File: src/logic/dmsp_params.svh
`ifndef DMSP_PARAMS_SVH
`define DMSP_PARAMS_SVH

// register indices, byte address is four times the index
`define DMSP_IDX_ASYNC_MODE 16'hff70
`define DMSP_IDX_CSI_CTRL 16'hff72
`define DMSP_IDX_ASYNC_STATUS 16'hff73
`define DMSP_IDX_DATA 16'hff74
`define DMSP_IDX_BAUD_CTRL 16'hff75

// reset values
`define DMSP_RST_ASYNC_MODE 8'h00
`define DMSP_RST_CSI_CTRL 8'h00
`define DMSP_RST_TX_SHIFT 8'hff
`define DMSP_RST_BAUD_CTRL 8'h00

// async mode register fields
`define DMSP_AM_TX_EN 7
`define DMSP_AM_RX_EN 6
`define DMSP_AM_PAR_HI 5
`define DMSP_AM_PAR_LO 4
`define DMSP_AM_LEN8 3
`define DMSP_AM_STOP2 2

// clocked serial control fields
`define DMSP_CS_ENABLE 7
`define DMSP_CS_SS_USE 6
`define DMSP_CS_PHASE 3
`define DMSP_CS_LSB_FIRST 2
`define DMSP_CS_INT_CLK 1
`define DMSP_CS_POL 0

// baud control: bit 7 picks the external clock input, low bits divide
`define DMSP_BG_EXT 7

// status bits
`define DMSP_ST_OVERRUN 0
`define DMSP_ST_FRAMING 1
`define DMSP_ST_PARITY 2
`define DMSP_ST_TX_BUSY 3
`define DMSP_ST_RX_FULL 4

// oversampling ticks per asynchronous bit, and clocked word length
`define DMSP_TICKS_LAST 4'hf
`define DMSP_TICKS_MID 4'h7
`define DMSP_CSI_BITS 4'h8

`endif

File: src/logic/dmsp_pkg.sv
package dmsp_pkg;

    typedef enum logic [4:0] {
        DMSP_TX_IDLE = 5'b00001,
        DMSP_TX_START = 5'b00010,
        DMSP_TX_DATA = 5'b00100,
        DMSP_TX_PAR = 5'b01000,
        DMSP_TX_STOP = 5'b10000
    } dmsp_tx_state_t;

    typedef enum logic [4:0] {
        DMSP_RX_IDLE = 5'b00001,
        DMSP_RX_START = 5'b00010,
        DMSP_RX_DATA = 5'b00100,
        DMSP_RX_PAR = 5'b01000,
        DMSP_RX_STOP = 5'b10000
    } dmsp_rx_state_t;

endpackage

File: src/logic/dmsp_top.sv
`include "dmsp_params.svh"
// Overview of operation
// - stopped, asynchronous and clocked serial modes
// - start bit plus byte, full duplex
// - baud from internal divider or external clock
// - clocked mode shifts eight bits both ways
// - seven-bit length sends bits zero to six
// - writing transmit register starts transmission
// - transmit register write-only, reads give buffer
// - transmit register resets to all ones
// - receive shift register fills receive buffer
// - seven-bit receive clears buffer top bit
// - receive buffer read-only, writes go transmit
// - transmitter adds start, parity, stop bits
// - receiver flags parity and framing errors
// - clocked control register, resets zero, writable
// - bit seven enables clocked mode
// - slave select gates communication when used
// - phase bit picks output clock edge
// - first-bit select: msb or lsb first
// - clock source: pin input or internal
// - polarity bit picks clock idle level
// - async mode register, transmit/receive enables
module dmsp_top (
    input wire logic ref_clk_i,
    input wire logic rst_n_i,
    input wire logic psel_i,
    input wire logic penable_i,
    input wire logic pwrite_i,
    input wire logic [17:0] paddr_i,
    input wire logic [31:0] pwdata_i,
    input wire logic [3:0] pstrb_i,
    output logic [31:0] prdata_o,
    output logic pready_o,
    output logic pslverr_o,
    input wire logic serial_in_pin_i,
    output logic serial_out_pin_o,
    input wire logic serial_clock_pin_i,
    output logic serial_clock_pin_o,
    output logic serial_clock_pin_oe_n_o,
    input wire logic slave_select_pin_i,
    input wire logic async_clock_input_i
);
    // byte address of a register index
    function automatic logic hit(input logic [17:0] addr, input logic [15:0] idx);
        hit = (addr == {idx, 2'b00});
    endfunction
    logic [7:0] async_mode_register_r, clocked_serial_control_r, baud_generator_control_r;
    logic [7:0] transmit_shift_reg_r, receive_shift_reg_r, receive_buffer_reg_r;
    logic ovr_r, frm_r, par_r, rx_full_r, pready_r, pslverr_r;
    logic [31:0] prdata_r;
    logic [3:0] s1_r, s2_r, tx_tick_r, rx_tick_r, csi_cnt_r;
    logic sck_prev_r, asck_prev_r, tick_r, tx_line_r, rx_acc_r, csi_busy_r, sck_int_r, serial_out_r, sck_oe_n_r;
    logic [6:0] div_cnt_r;
    logic [2:0] tx_bit_r, rx_bit_r;
    dmsp_pkg::dmsp_tx_state_t tx_state_r;
    dmsp_pkg::dmsp_rx_state_t rx_state_r;
    // decoded bus access, one access cycle is waited before ready
    logic acc, wr, rd, map_hit;
    assign acc = psel_i & penable_i & ~pready_r;
    assign wr = acc & pwrite_i & pstrb_i[0];
    assign rd = acc & ~pwrite_i;
    assign map_hit = hit(paddr_i, `DMSP_IDX_ASYNC_MODE) | hit(paddr_i, `DMSP_IDX_CSI_CTRL)
        | hit(paddr_i, `DMSP_IDX_ASYNC_STATUS) | hit(paddr_i, `DMSP_IDX_DATA)
        | hit(paddr_i, `DMSP_IDX_BAUD_CTRL);
    // pin inputs: {async clock, select, serial clock, serial in}
    logic si, sck_ext, ss, asck;
    assign si = s2_r[0];
    assign sck_ext = s2_r[1];
    assign ss = s2_r[2];
    assign asck = s2_r[3];
    // mode decode
    logic csi_en, tx_en, rx_en, len8, stop2, int_clk, lsb_first, phase, idle_lvl, comm_en;
    logic [1:0] par_sel;
    assign csi_en = clocked_serial_control_r[`DMSP_CS_ENABLE];
    assign tx_en = async_mode_register_r[`DMSP_AM_TX_EN] & ~csi_en;
    assign rx_en = async_mode_register_r[`DMSP_AM_RX_EN] & ~csi_en;
    assign len8 = async_mode_register_r[`DMSP_AM_LEN8];
    assign stop2 = async_mode_register_r[`DMSP_AM_STOP2];
    assign par_sel = {async_mode_register_r[`DMSP_AM_PAR_HI], async_mode_register_r[`DMSP_AM_PAR_LO]};
    assign int_clk = clocked_serial_control_r[`DMSP_CS_INT_CLK];
    assign lsb_first = clocked_serial_control_r[`DMSP_CS_LSB_FIRST];
    assign phase = clocked_serial_control_r[`DMSP_CS_PHASE];
    assign idle_lvl = ~clocked_serial_control_r[`DMSP_CS_POL];
    assign comm_en = ~clocked_serial_control_r[`DMSP_CS_SS_USE] | ~ss;
    // clocked mode clock edges
    logic sck_eff, sck_rise, sck_fall, out_edge, smp_edge, csi_done;
    assign sck_eff = int_clk ? sck_int_r : sck_ext;
    assign sck_rise = sck_eff & ~sck_prev_r;
    assign sck_fall = ~sck_eff & sck_prev_r;
    assign out_edge = csi_busy_r & comm_en & (phase ? sck_rise : sck_fall);
    assign smp_edge = csi_busy_r & comm_en & (phase ? sck_fall : sck_rise);
    assign csi_done = csi_busy_r & (csi_cnt_r == `DMSP_CSI_BITS) & (sck_eff == idle_lvl);
    // async bit boundaries and received word
    logic tx_bound, rx_bound, rx_mid, rx_load, data_wr, rx_perr;
    logic [7:0] rx_word;
    assign tx_bound = tick_r & (tx_tick_r == `DMSP_TICKS_LAST);
    assign rx_bound = tick_r & (rx_tick_r == `DMSP_TICKS_LAST);
    assign rx_mid = tick_r & (rx_tick_r == `DMSP_TICKS_MID);
    assign data_wr = wr & hit(paddr_i, `DMSP_IDX_DATA);
    assign rx_word = len8 ? receive_shift_reg_r : {1'b0, receive_shift_reg_r[7:1]};
    assign rx_perr = par_sel[1] & ((rx_acc_r ^ si) == par_sel[0]);
    assign rx_load = (rx_state_r == dmsp_pkg::DMSP_RX_STOP) & rx_bound;
    // two-flop synchronisers plus edge history
    always_ff @(posedge ref_clk_i or negedge rst_n_i) begin
        if (!rst_n_i) begin
            s1_r <= 4'hf;
            s2_r <= 4'hf;
            sck_prev_r <= 1'b1;
            asck_prev_r <= 1'b1;
        end else begin
            s1_r <= {async_clock_input_i, slave_select_pin_i, serial_clock_pin_i, serial_in_pin_i};
            s2_r <= s1_r;
            sck_prev_r <= sck_eff;
            asck_prev_r <= asck;
        end
    end
    // configuration registers
    always_ff @(posedge ref_clk_i or negedge rst_n_i) begin
        if (!rst_n_i) begin
            async_mode_register_r <= `DMSP_RST_ASYNC_MODE;
            clocked_serial_control_r <= `DMSP_RST_CSI_CTRL;
            baud_generator_control_r <= `DMSP_RST_BAUD_CTRL;
        end else if (wr) begin
            if (hit(paddr_i, `DMSP_IDX_ASYNC_MODE)) begin
                async_mode_register_r <= {pwdata_i[7:2], 2'b00};
            end
            if (hit(paddr_i, `DMSP_IDX_CSI_CTRL)) begin
                clocked_serial_control_r <= pwdata_i[7:0];
            end
            if (hit(paddr_i, `DMSP_IDX_BAUD_CTRL)) begin
                baud_generator_control_r <= pwdata_i[7:0];
            end
        end
    end
    // bus answer: ready, read data, error on unmapped address
    always_ff @(posedge ref_clk_i or negedge rst_n_i) begin
        if (!rst_n_i) begin
            pready_r <= 1'b0;
            pslverr_r <= 1'b0;
            prdata_r <= 32'h0000_0000;
        end else begin
            pready_r <= acc;
            pslverr_r <= acc & ~map_hit;
            prdata_r <= 32'h0000_0000;
            if (rd) begin
                if (hit(paddr_i, `DMSP_IDX_ASYNC_MODE)) begin
                    prdata_r <= {24'h00_0000, async_mode_register_r};
                end
                if (hit(paddr_i, `DMSP_IDX_CSI_CTRL)) begin
                    prdata_r <= {24'h00_0000, clocked_serial_control_r};
                end
                if (hit(paddr_i, `DMSP_IDX_BAUD_CTRL)) begin
                    prdata_r <= {24'h00_0000, baud_generator_control_r};
                end
                if (hit(paddr_i, `DMSP_IDX_DATA)) begin
                    prdata_r <= {24'h00_0000, receive_buffer_reg_r};
                end
                if (hit(paddr_i, `DMSP_IDX_ASYNC_STATUS)) begin
                    prdata_r <= {27'h000_0000, rx_full_r, (tx_state_r != dmsp_pkg::DMSP_TX_IDLE) | csi_busy_r,
                        par_r, frm_r, ovr_r};
                end
            end
        end
    end
    // baud tick from divided ref clock or divided external clock, idle when stopped
    always_ff @(posedge ref_clk_i or negedge rst_n_i) begin
        if (!rst_n_i) begin
            div_cnt_r <= 7'h00;
            tick_r <= 1'b0;
        end else begin
            tick_r <= 1'b0;
            if (!(tx_en | rx_en | csi_en)) begin
                div_cnt_r <= 7'h00;
            end else if (!baud_generator_control_r[`DMSP_BG_EXT] | (asck & ~asck_prev_r)) begin
                if (div_cnt_r == baud_generator_control_r[6:0]) begin
                    div_cnt_r <= 7'h00;
                    tick_r <= 1'b1;
                end else begin
                    div_cnt_r <= div_cnt_r + 7'h01;
                end
            end
        end
    end
    // transmit shift register: cpu load, clocked mode shifting
    always_ff @(posedge ref_clk_i or negedge rst_n_i) begin
        if (!rst_n_i) begin
            transmit_shift_reg_r <= `DMSP_RST_TX_SHIFT;
        end else if (data_wr) begin
            transmit_shift_reg_r <= pwdata_i[7:0];
        end else if (out_edge && csi_cnt_r != 4'h0 && csi_cnt_r != `DMSP_CSI_BITS) begin
            transmit_shift_reg_r <= lsb_first ? {1'b1, transmit_shift_reg_r[7:1]}
                : {transmit_shift_reg_r[6:0], 1'b1};
        end
    end
    // asynchronous transmitter framing
    always_ff @(posedge ref_clk_i or negedge rst_n_i) begin
        if (!rst_n_i) begin
            tx_state_r <= dmsp_pkg::DMSP_TX_IDLE;
            tx_tick_r <= 4'h0;
            tx_bit_r <= 3'h0;
            tx_line_r <= 1'b1;
        end else begin
            if (tick_r) begin
                tx_tick_r <= tx_tick_r + 4'h1;
            end
            case (tx_state_r)
                dmsp_pkg::DMSP_TX_IDLE: begin
                    tx_line_r <= 1'b1;
                    if (data_wr && tx_en) begin
                        tx_state_r <= dmsp_pkg::DMSP_TX_START;
                        tx_tick_r <= 4'h0;
                        tx_line_r <= 1'b0;
                    end
                end
                dmsp_pkg::DMSP_TX_START: begin
                    if (tx_bound) begin
                        tx_state_r <= dmsp_pkg::DMSP_TX_DATA;
                        tx_bit_r <= 3'h0;
                        tx_line_r <= transmit_shift_reg_r[0];
                    end
                end
                dmsp_pkg::DMSP_TX_DATA: begin
                    if (tx_bound) begin
                        if (tx_bit_r == (len8 ? 3'h7 : 3'h6)) begin
                            tx_bit_r <= 3'h0;
                            if (par_sel != 2'b00) begin
                                tx_state_r <= dmsp_pkg::DMSP_TX_PAR;
                                tx_line_r <= par_sel[1] & (^(len8 ? transmit_shift_reg_r
                                    : {1'b0, transmit_shift_reg_r[6:0]}) ^ ~par_sel[0]);
                            end else begin
                                tx_state_r <= dmsp_pkg::DMSP_TX_STOP;
                                tx_line_r <= 1'b1;
                            end
                        end else begin
                            tx_bit_r <= tx_bit_r + 3'h1;
                            tx_line_r <= transmit_shift_reg_r[tx_bit_r + 3'h1];
                        end
                    end
                end
                dmsp_pkg::DMSP_TX_PAR: begin
                    if (tx_bound) begin
                        tx_state_r <= dmsp_pkg::DMSP_TX_STOP;
                        tx_line_r <= 1'b1;
                    end
                end
                dmsp_pkg::DMSP_TX_STOP: begin
                    if (tx_bound) begin
                        if (stop2 && tx_bit_r == 3'h0) begin
                            tx_bit_r <= 3'h1;
                        end else begin
                            tx_state_r <= dmsp_pkg::DMSP_TX_IDLE;
                        end
                    end
                end
                default: begin
                    tx_state_r <= dmsp_pkg::DMSP_TX_IDLE;
                end
            endcase
        end
    end
    // asynchronous receiver, runs beside the transmitter
    always_ff @(posedge ref_clk_i or negedge rst_n_i) begin
        if (!rst_n_i) begin
            rx_state_r <= dmsp_pkg::DMSP_RX_IDLE;
            rx_tick_r <= 4'h0;
            rx_bit_r <= 3'h0;
            rx_acc_r <= 1'b0;
        end else begin
            if (tick_r) begin
                rx_tick_r <= rx_tick_r + 4'h1;
            end
            case (rx_state_r)
                dmsp_pkg::DMSP_RX_IDLE: begin
                    rx_tick_r <= 4'h0;
                    if (rx_en && !si) begin
                        rx_state_r <= dmsp_pkg::DMSP_RX_START;
                    end
                end
                dmsp_pkg::DMSP_RX_START: begin
                    if (rx_mid) begin
                        rx_tick_r <= 4'h0;
                        rx_bit_r <= 3'h0;
                        rx_acc_r <= 1'b0;
                        rx_state_r <= si ? dmsp_pkg::DMSP_RX_IDLE : dmsp_pkg::DMSP_RX_DATA;
                    end
                end
                dmsp_pkg::DMSP_RX_DATA: begin
                    if (rx_bound) begin
                        rx_acc_r <= rx_acc_r ^ si;
                        rx_bit_r <= rx_bit_r + 3'h1;
                        if (rx_bit_r == (len8 ? 3'h7 : 3'h6)) begin
                            rx_state_r <= (par_sel != 2'b00) ? dmsp_pkg::DMSP_RX_PAR : dmsp_pkg::DMSP_RX_STOP;
                        end
                    end
                end
                dmsp_pkg::DMSP_RX_PAR: begin
                    if (rx_bound) begin
                        rx_state_r <= dmsp_pkg::DMSP_RX_STOP;
                    end
                end
                dmsp_pkg::DMSP_RX_STOP: begin
                    if (rx_bound) begin
                        rx_state_r <= dmsp_pkg::DMSP_RX_IDLE;
                    end
                end
                default: begin
                    rx_state_r <= dmsp_pkg::DMSP_RX_IDLE;
                end
            endcase
        end
    end
    // receive shift register, shared by both modes
    always_ff @(posedge ref_clk_i or negedge rst_n_i) begin
        if (!rst_n_i) begin
            receive_shift_reg_r <= 8'h00;
        end else if (rx_state_r == dmsp_pkg::DMSP_RX_DATA && rx_bound) begin
            receive_shift_reg_r <= {si, receive_shift_reg_r[7:1]};
        end else if (smp_edge && csi_cnt_r != `DMSP_CSI_BITS) begin
            receive_shift_reg_r <= lsb_first ? {si, receive_shift_reg_r[7:1]}
                : {receive_shift_reg_r[6:0], si};
        end
    end
    // receive buffer and error flags, set wins over read clear
    always_ff @(posedge ref_clk_i or negedge rst_n_i) begin
        if (!rst_n_i) begin
            receive_buffer_reg_r <= 8'h00;
            rx_full_r <= 1'b0;
            ovr_r <= 1'b0;
            frm_r <= 1'b0;
            par_r <= 1'b0;
        end else begin
            if (rd && hit(paddr_i, `DMSP_IDX_DATA)) begin
                rx_full_r <= 1'b0;
            end
            if (rd && hit(paddr_i, `DMSP_IDX_ASYNC_STATUS)) begin
                ovr_r <= 1'b0;
                frm_r <= 1'b0;
                par_r <= 1'b0;
            end
            if (rx_state_r == dmsp_pkg::DMSP_RX_PAR && rx_bound && rx_perr) begin
                par_r <= 1'b1;
            end
            if (rx_load || csi_done) begin
                receive_buffer_reg_r <= csi_done ? receive_shift_reg_r : rx_word;
                rx_full_r <= 1'b1;
                if (rx_full_r) begin
                    ovr_r <= 1'b1;
                end
                if (rx_load && !si) begin
                    frm_r <= 1'b1;
                end
            end
        end
    end
    // clocked mode transfer control and internal clock
    always_ff @(posedge ref_clk_i or negedge rst_n_i) begin
        if (!rst_n_i) begin
            csi_busy_r <= 1'b0;
            csi_cnt_r <= 4'h0;
            sck_int_r <= 1'b1;
        end else begin
            if (!csi_busy_r) begin
                sck_int_r <= idle_lvl;
            end else if (comm_en && tick_r && !(csi_cnt_r == `DMSP_CSI_BITS && sck_int_r == idle_lvl)) begin
                sck_int_r <= ~sck_int_r;
            end
            if (data_wr && csi_en) begin
                csi_busy_r <= 1'b1;
                csi_cnt_r <= 4'h0;
            end else if (csi_done || !csi_en) begin
                csi_busy_r <= 1'b0;
            end else if (smp_edge && csi_cnt_r != `DMSP_CSI_BITS) begin
                csi_cnt_r <= csi_cnt_r + 4'h1;
            end
        end
    end
    // pin drivers
    always_ff @(posedge ref_clk_i or negedge rst_n_i) begin
        if (!rst_n_i) begin
            serial_out_r <= 1'b1;
            sck_oe_n_r <= 1'b1;
        end else begin
            serial_out_r <= csi_en ? (lsb_first ? transmit_shift_reg_r[0] : transmit_shift_reg_r[7]) : tx_line_r;
            sck_oe_n_r <= ~(csi_en & int_clk);
        end
    end
    assign prdata_o = prdata_r;
    assign pready_o = pready_r;
    assign pslverr_o = pslverr_r;
    assign serial_out_pin_o = serial_out_r;
    assign serial_clock_pin_o = sck_int_r;
    assign serial_clock_pin_oe_n_o = sck_oe_n_r;
endmodule

File: config.mk
export PLATFORM = sky130hd
export DESIGN_NAME = dmsp_top
export DESIGN_NICKNAME = d
export VERILOG_FILES = /design/src/logic/dmsp_pkg.sv /design/src/logic/dmsp_top.sv
export VERILOG_INCLUDE_DIRS = /design/src /design/src/logic
export SDC_FILE = /design/constraint.sdc
export NUM_CORES = 1
export LEC_CHECK = 0
export ABC_CLOCK_PERIOD_IN_PS = 5800
export CAP_MARGIN = 10
export CORE_ASPECT_RATIO = 1.75
export CORE_MARGIN = 1
export CORE_UTILIZATION = 35
export CTS_BUF_LIST = sky130_fd_sc_hd__clkbuf_2
export DETAILED_ROUTE_END_ITERATION = 10
export DONT_BUFFER_PORTS = 1
export PLACE_DENSITY = 0.55
export SLEW_MARGIN = 20
export SYNTH_ARGS = -nofsm -noshare
export SYNTH_HDL_FRONTEND = slang
export SYNTH_SLANG_ARGS = --single-unit
File: constraint.sdc
create_clock -name ref_clk_i -period 5.8 [get_ports ref_clk_i]
set_clock_uncertainty 0.05 [all_clocks]
set_input_delay 0.58 -clock ref_clk_i [delete_from_list [all_inputs] [get_ports ref_clk_i]]
set_output_delay 0.58 -clock ref_clk_i [all_outputs]
set_load 0.1 [all_outputs]
==> impl_metrics.py <==
metrics = {
    "global_routing": {
        "busiest_layer": "met2",
        "grt_max_degree": 113,
        "antenna_found_initial": 1,
        "met1_usage_pct": 18.9,
        "track_usage_pct": 17.2,
        "grtUsageMet3_pct": 2.95,
        "overflow": 0,
        "grt_pass1_wl_um": 23400,
        "grt_util_met2_pct": 30.6,
        "grt_pass1_vias": 4467,
    },
    "synth": {
        "syn_area_sq_mm": 0.00617,
        "synthSimpleGateAreaFrac_pct": 16.0,
        "ys_warn_count": 0,
        "async_flop_share_pct": 100,
        "synth_compound_area_share_pct": 12.8,
        "synth_top_family_by_area": "simple AND/OR/NAND/NOR gates",
        "ys_ff_latch": 112,
        "synth.largest_area_cell": "dfrtp_1",
        "postSynthAreaPerCell_sq_um": 10.5,
        "synth_edf_count": 0,
        "synth_top_area_share_pct": 35.7,
        "synth_cell_types": 70,
        "netlist_top_cells_area": "dfrtp_1, dfstp_2, mux2_2, mux2i_1, buf_4",
        "synth_xor_area_share_pct": 4.20,
        "synth_mux_area_share_pct": 13.8,
        "synth_fa_ha_area_share_pct": 1.62,
        "netlist_instances": 588,
        "synth-main-ff-cell": "dfrtp_1",
        "yosysSeqAreaShare_pct": 45.9,
    },
    "worst_hold_path": {
        "hp-class": "input pin to flop",
    },
    "place": {
        "hpwlAfterDp_um": 10700,
        "gp_congestion": 0.876,
        "port_buffers": 0,
    },
    "final_layout": {
        "multiInputGateArea_sq_mm": 0.00309,
        "regArea_sq_mm": 0.00283,
        "syn_to_final_growth_pct": 6.37,
        "drive_gt1_share_pct": 19.5,
        "nFillCells": 1722,
        "fin_nets": 662,
    },
    "sta": {
        "worst_slew_pin_slew_ns": 1.04,
        "hold_slack_ns": 0.119,
        "slew_headroom_pct": 30.3,
        "min_period_over_period_pct": 54.9,
        "rsz0062_at_grt": "no",
        "slew_violations": 0,
        "clock.fmax_ghz": 0.314,
        "fin_tns_setup_ns": 0,
        "finalSetupViolations": 0,
        "hold_viol_final": 0,
        "final.min_clock_period_ns": 3.18,
    },
    "pwr": {
        "leakagePower_uw": 0.00271,
        "peakVddDrop_mv": 0.151,
        "powerDensity_mw_per_mm2": 219,
    },
    "detailed_routing": {
        "detail_route.drc_violations": 0,
        "avgViaCountPerCell": 5.38,
        "wirelength_um": 14600,
        "drtPass1Iterations": 6,
        "ant_nets": 0,
        "vias": 4430,
        "drtIter0Drc": 235,
        "wl_per_cell_um": 17.7,
    },
    "floorplanning": {
        "placementRows": 63,
        "core_area_sq_mm": 0.0171,
        "die_h_um": 178,
        "io_pins": 100,
        "die-area_sq_mm": 0.0182,
        "die_w_um": 102,
        "start_util_pct": 36.1,
    },
    "cts": {
        "clock-sinks": 112,
        "path_clk_slew_ns": 0.36,
        "ctsLongestPathBuffers": 2,
        "root_buffer": "clkbuf_2",
        "cts_resized": 0,
        "htreeDepth": 3,
        "cts_tree": "yes",
        "cts_made_buffers": 9,
        "insertion_delay_ns": 0.63,
    },
    "critical_path": {
        "cp_max_fo": 20,
        "required_ns": 6.29,
        "worst_setup_path_end_kind": "flop",
        "start_kind": "flop",
        "worstPathArrival_ns": 3.68,
        "path_class": "flop to flop",
    },
    "flow_run": {
        "cap_violations": 0,
    },
    "outcome": {
        "status": "complete, no violations",
    },
}
sequential cells by signal, summed over array words and instances, names as in the netlist, 5 cells and up:
signal and count:
baud_generator_control_r 8, clocked_serial_control_r 8, prdata_o 8, receive_buffer_reg_r 8, receive_shift_reg_r 8, transmit_shift_reg_r 8, div_cnt_r 7, async_mode_register_r 6
rx_state_r 5, tx_state_r 5
metrics by stage:
step                      area (sq um)  cells  utilization [%]  power (uW)  worst slack (ns)
final                             6560    824             38.4        1430              2.62
after global routing              6560    824             38.4        1500              2.49
after CTS                         6550    823             38.3        1450              2.62
after detailed placement          6260    792             36.6        1050              2.68
after global placement            6260    792             36.6        1050              2.72
after floorplan                   6260    611                -        1030              3.39
layout by cell type, fill, tap and decap left out, types with 4 or more instances in the layout:
cell type      count
mux2i_1           23
inv_1             18
nand3_1           14
nand3b_1           7
a22o_1             4
dfstp_2           24
o22ai_1            6
conb_1            24
dfrtp_1           88
a21oi_1           20
o21ai_2            6
nand2_1           41
a211oi_1           4
nor3_1            11
dlygate4sd3_1     14
xnor2_1           12
nand2b_1           4
ha_1               8
mux2_2            52
xor2_1            15
a22oi_1            8
nand4b_1           6
clkbuf_2           9
nor4b_1            4
o21ai_0           31
and3_1             8
nor2b_1            5
or2_2              4
o211ai_1           4
nor2_1            44
o31ai_1            5
nand4_1           10
where the power goes:
| part | switching [uW] | leakage (uW) | total [uW] | internal (uW) |
|---|---|---|---|---|
| combinational | 161 | 0.00120 | 230 | 69.0 |
| sequential | 32.9 | 0.00143 | 840 | 807 |
| clock | 291 | 0.0000730 | 364 | 72.3 |
| total | 485 | 0.00271 | 1430 | 949 |
worst paths after layout:
| path | start | end | slack, ns | cells after the start |
|---|---|---|---|---|
| worst min-delay path | pwrite_i | prdata_o[1] | 0.12 | 3 |
| min in group asynchronous | rst_n_i | div_cnt_r[3] | 0.38 | 2 |
| worst max register to register | pready_o | csi_cnt_r[0] | 2.62 | 5 |
| max in group asynchronous | rst_n_i | serial_clock_pin_o | 4.78 | 2 |
| worst max-delay path | pready_o | csi_cnt_r[0] | 2.62 | 5 |
| worst min register to register | s1_r[0] | s2_r[0] | 0.33 | 0 |
worst max-delay path: stages (launching register included):
cell and delay [ns]:
dfrtp_1 0.82, nand3b_1 0.49, nor2_1 0.38, and3_1 0.82, o21ai_0 0.22, mux2_2 0.31
cell type report:
class | instances | area share (%)
flip-flops and latches | 112 | 43.2
inverters | 18 | 1.03
well taps | 227 | 4.33
clock buffers | 9 | 0.686
clock inverters | 7 | 1.16
multi-input cells | 435 | 47.0
diodes | 1 | 0.0381
repair buffers | 15 | 2.55
per-layer routing:
metal	wire length (um)	share of wire [%]
met1	5710	39
met3	529	3.6
met4	533	3.7
met5	0	0
met2	7820	54
Yosys cell counts, types with 5 or more instances:
library cell,n
o21ai_0,31
buf_2,9
a21oi_1,20
o21ai_2,6
and3_1,8
dfstp_2,24
o22ai_1,6
nand2_1,41
buf_4,25
nand3b_1,7
o31ai_1,5
mux2i_1,23
clkbuf_1,9
ha_1,8
inv_1,18
nor2b_1,5
xnor2_1,12
dfrtp_1,88
mux2_2,52
xor2_1,15
nor2_1,44
a22oi_1,8
nand4_1,10
nand3_1,14
nand4b_1,6
nor3_1,11
what timing repair did:
| action | CTS | global route |
|---|---|---|
| endpoints found under the hold margin | 148 | 0 |
| setup buffers | 0 | 0 |
| hold buffers | 15 | 0 |
logic make-up (layout without fill, tap and decap cells):
logic type                 count (synthesis)  after routing
adders and majority gates                  8              8
xor gates and xnor gates                  28             28
and+or+nand+nor                          184            184
other                                      1             25
muxes                                     77             77
AOI/OAI and AO/OA                        114            114
DFF                                      112            112
buffers and inverters                     64             49
(Power assumes the default switching activity.)
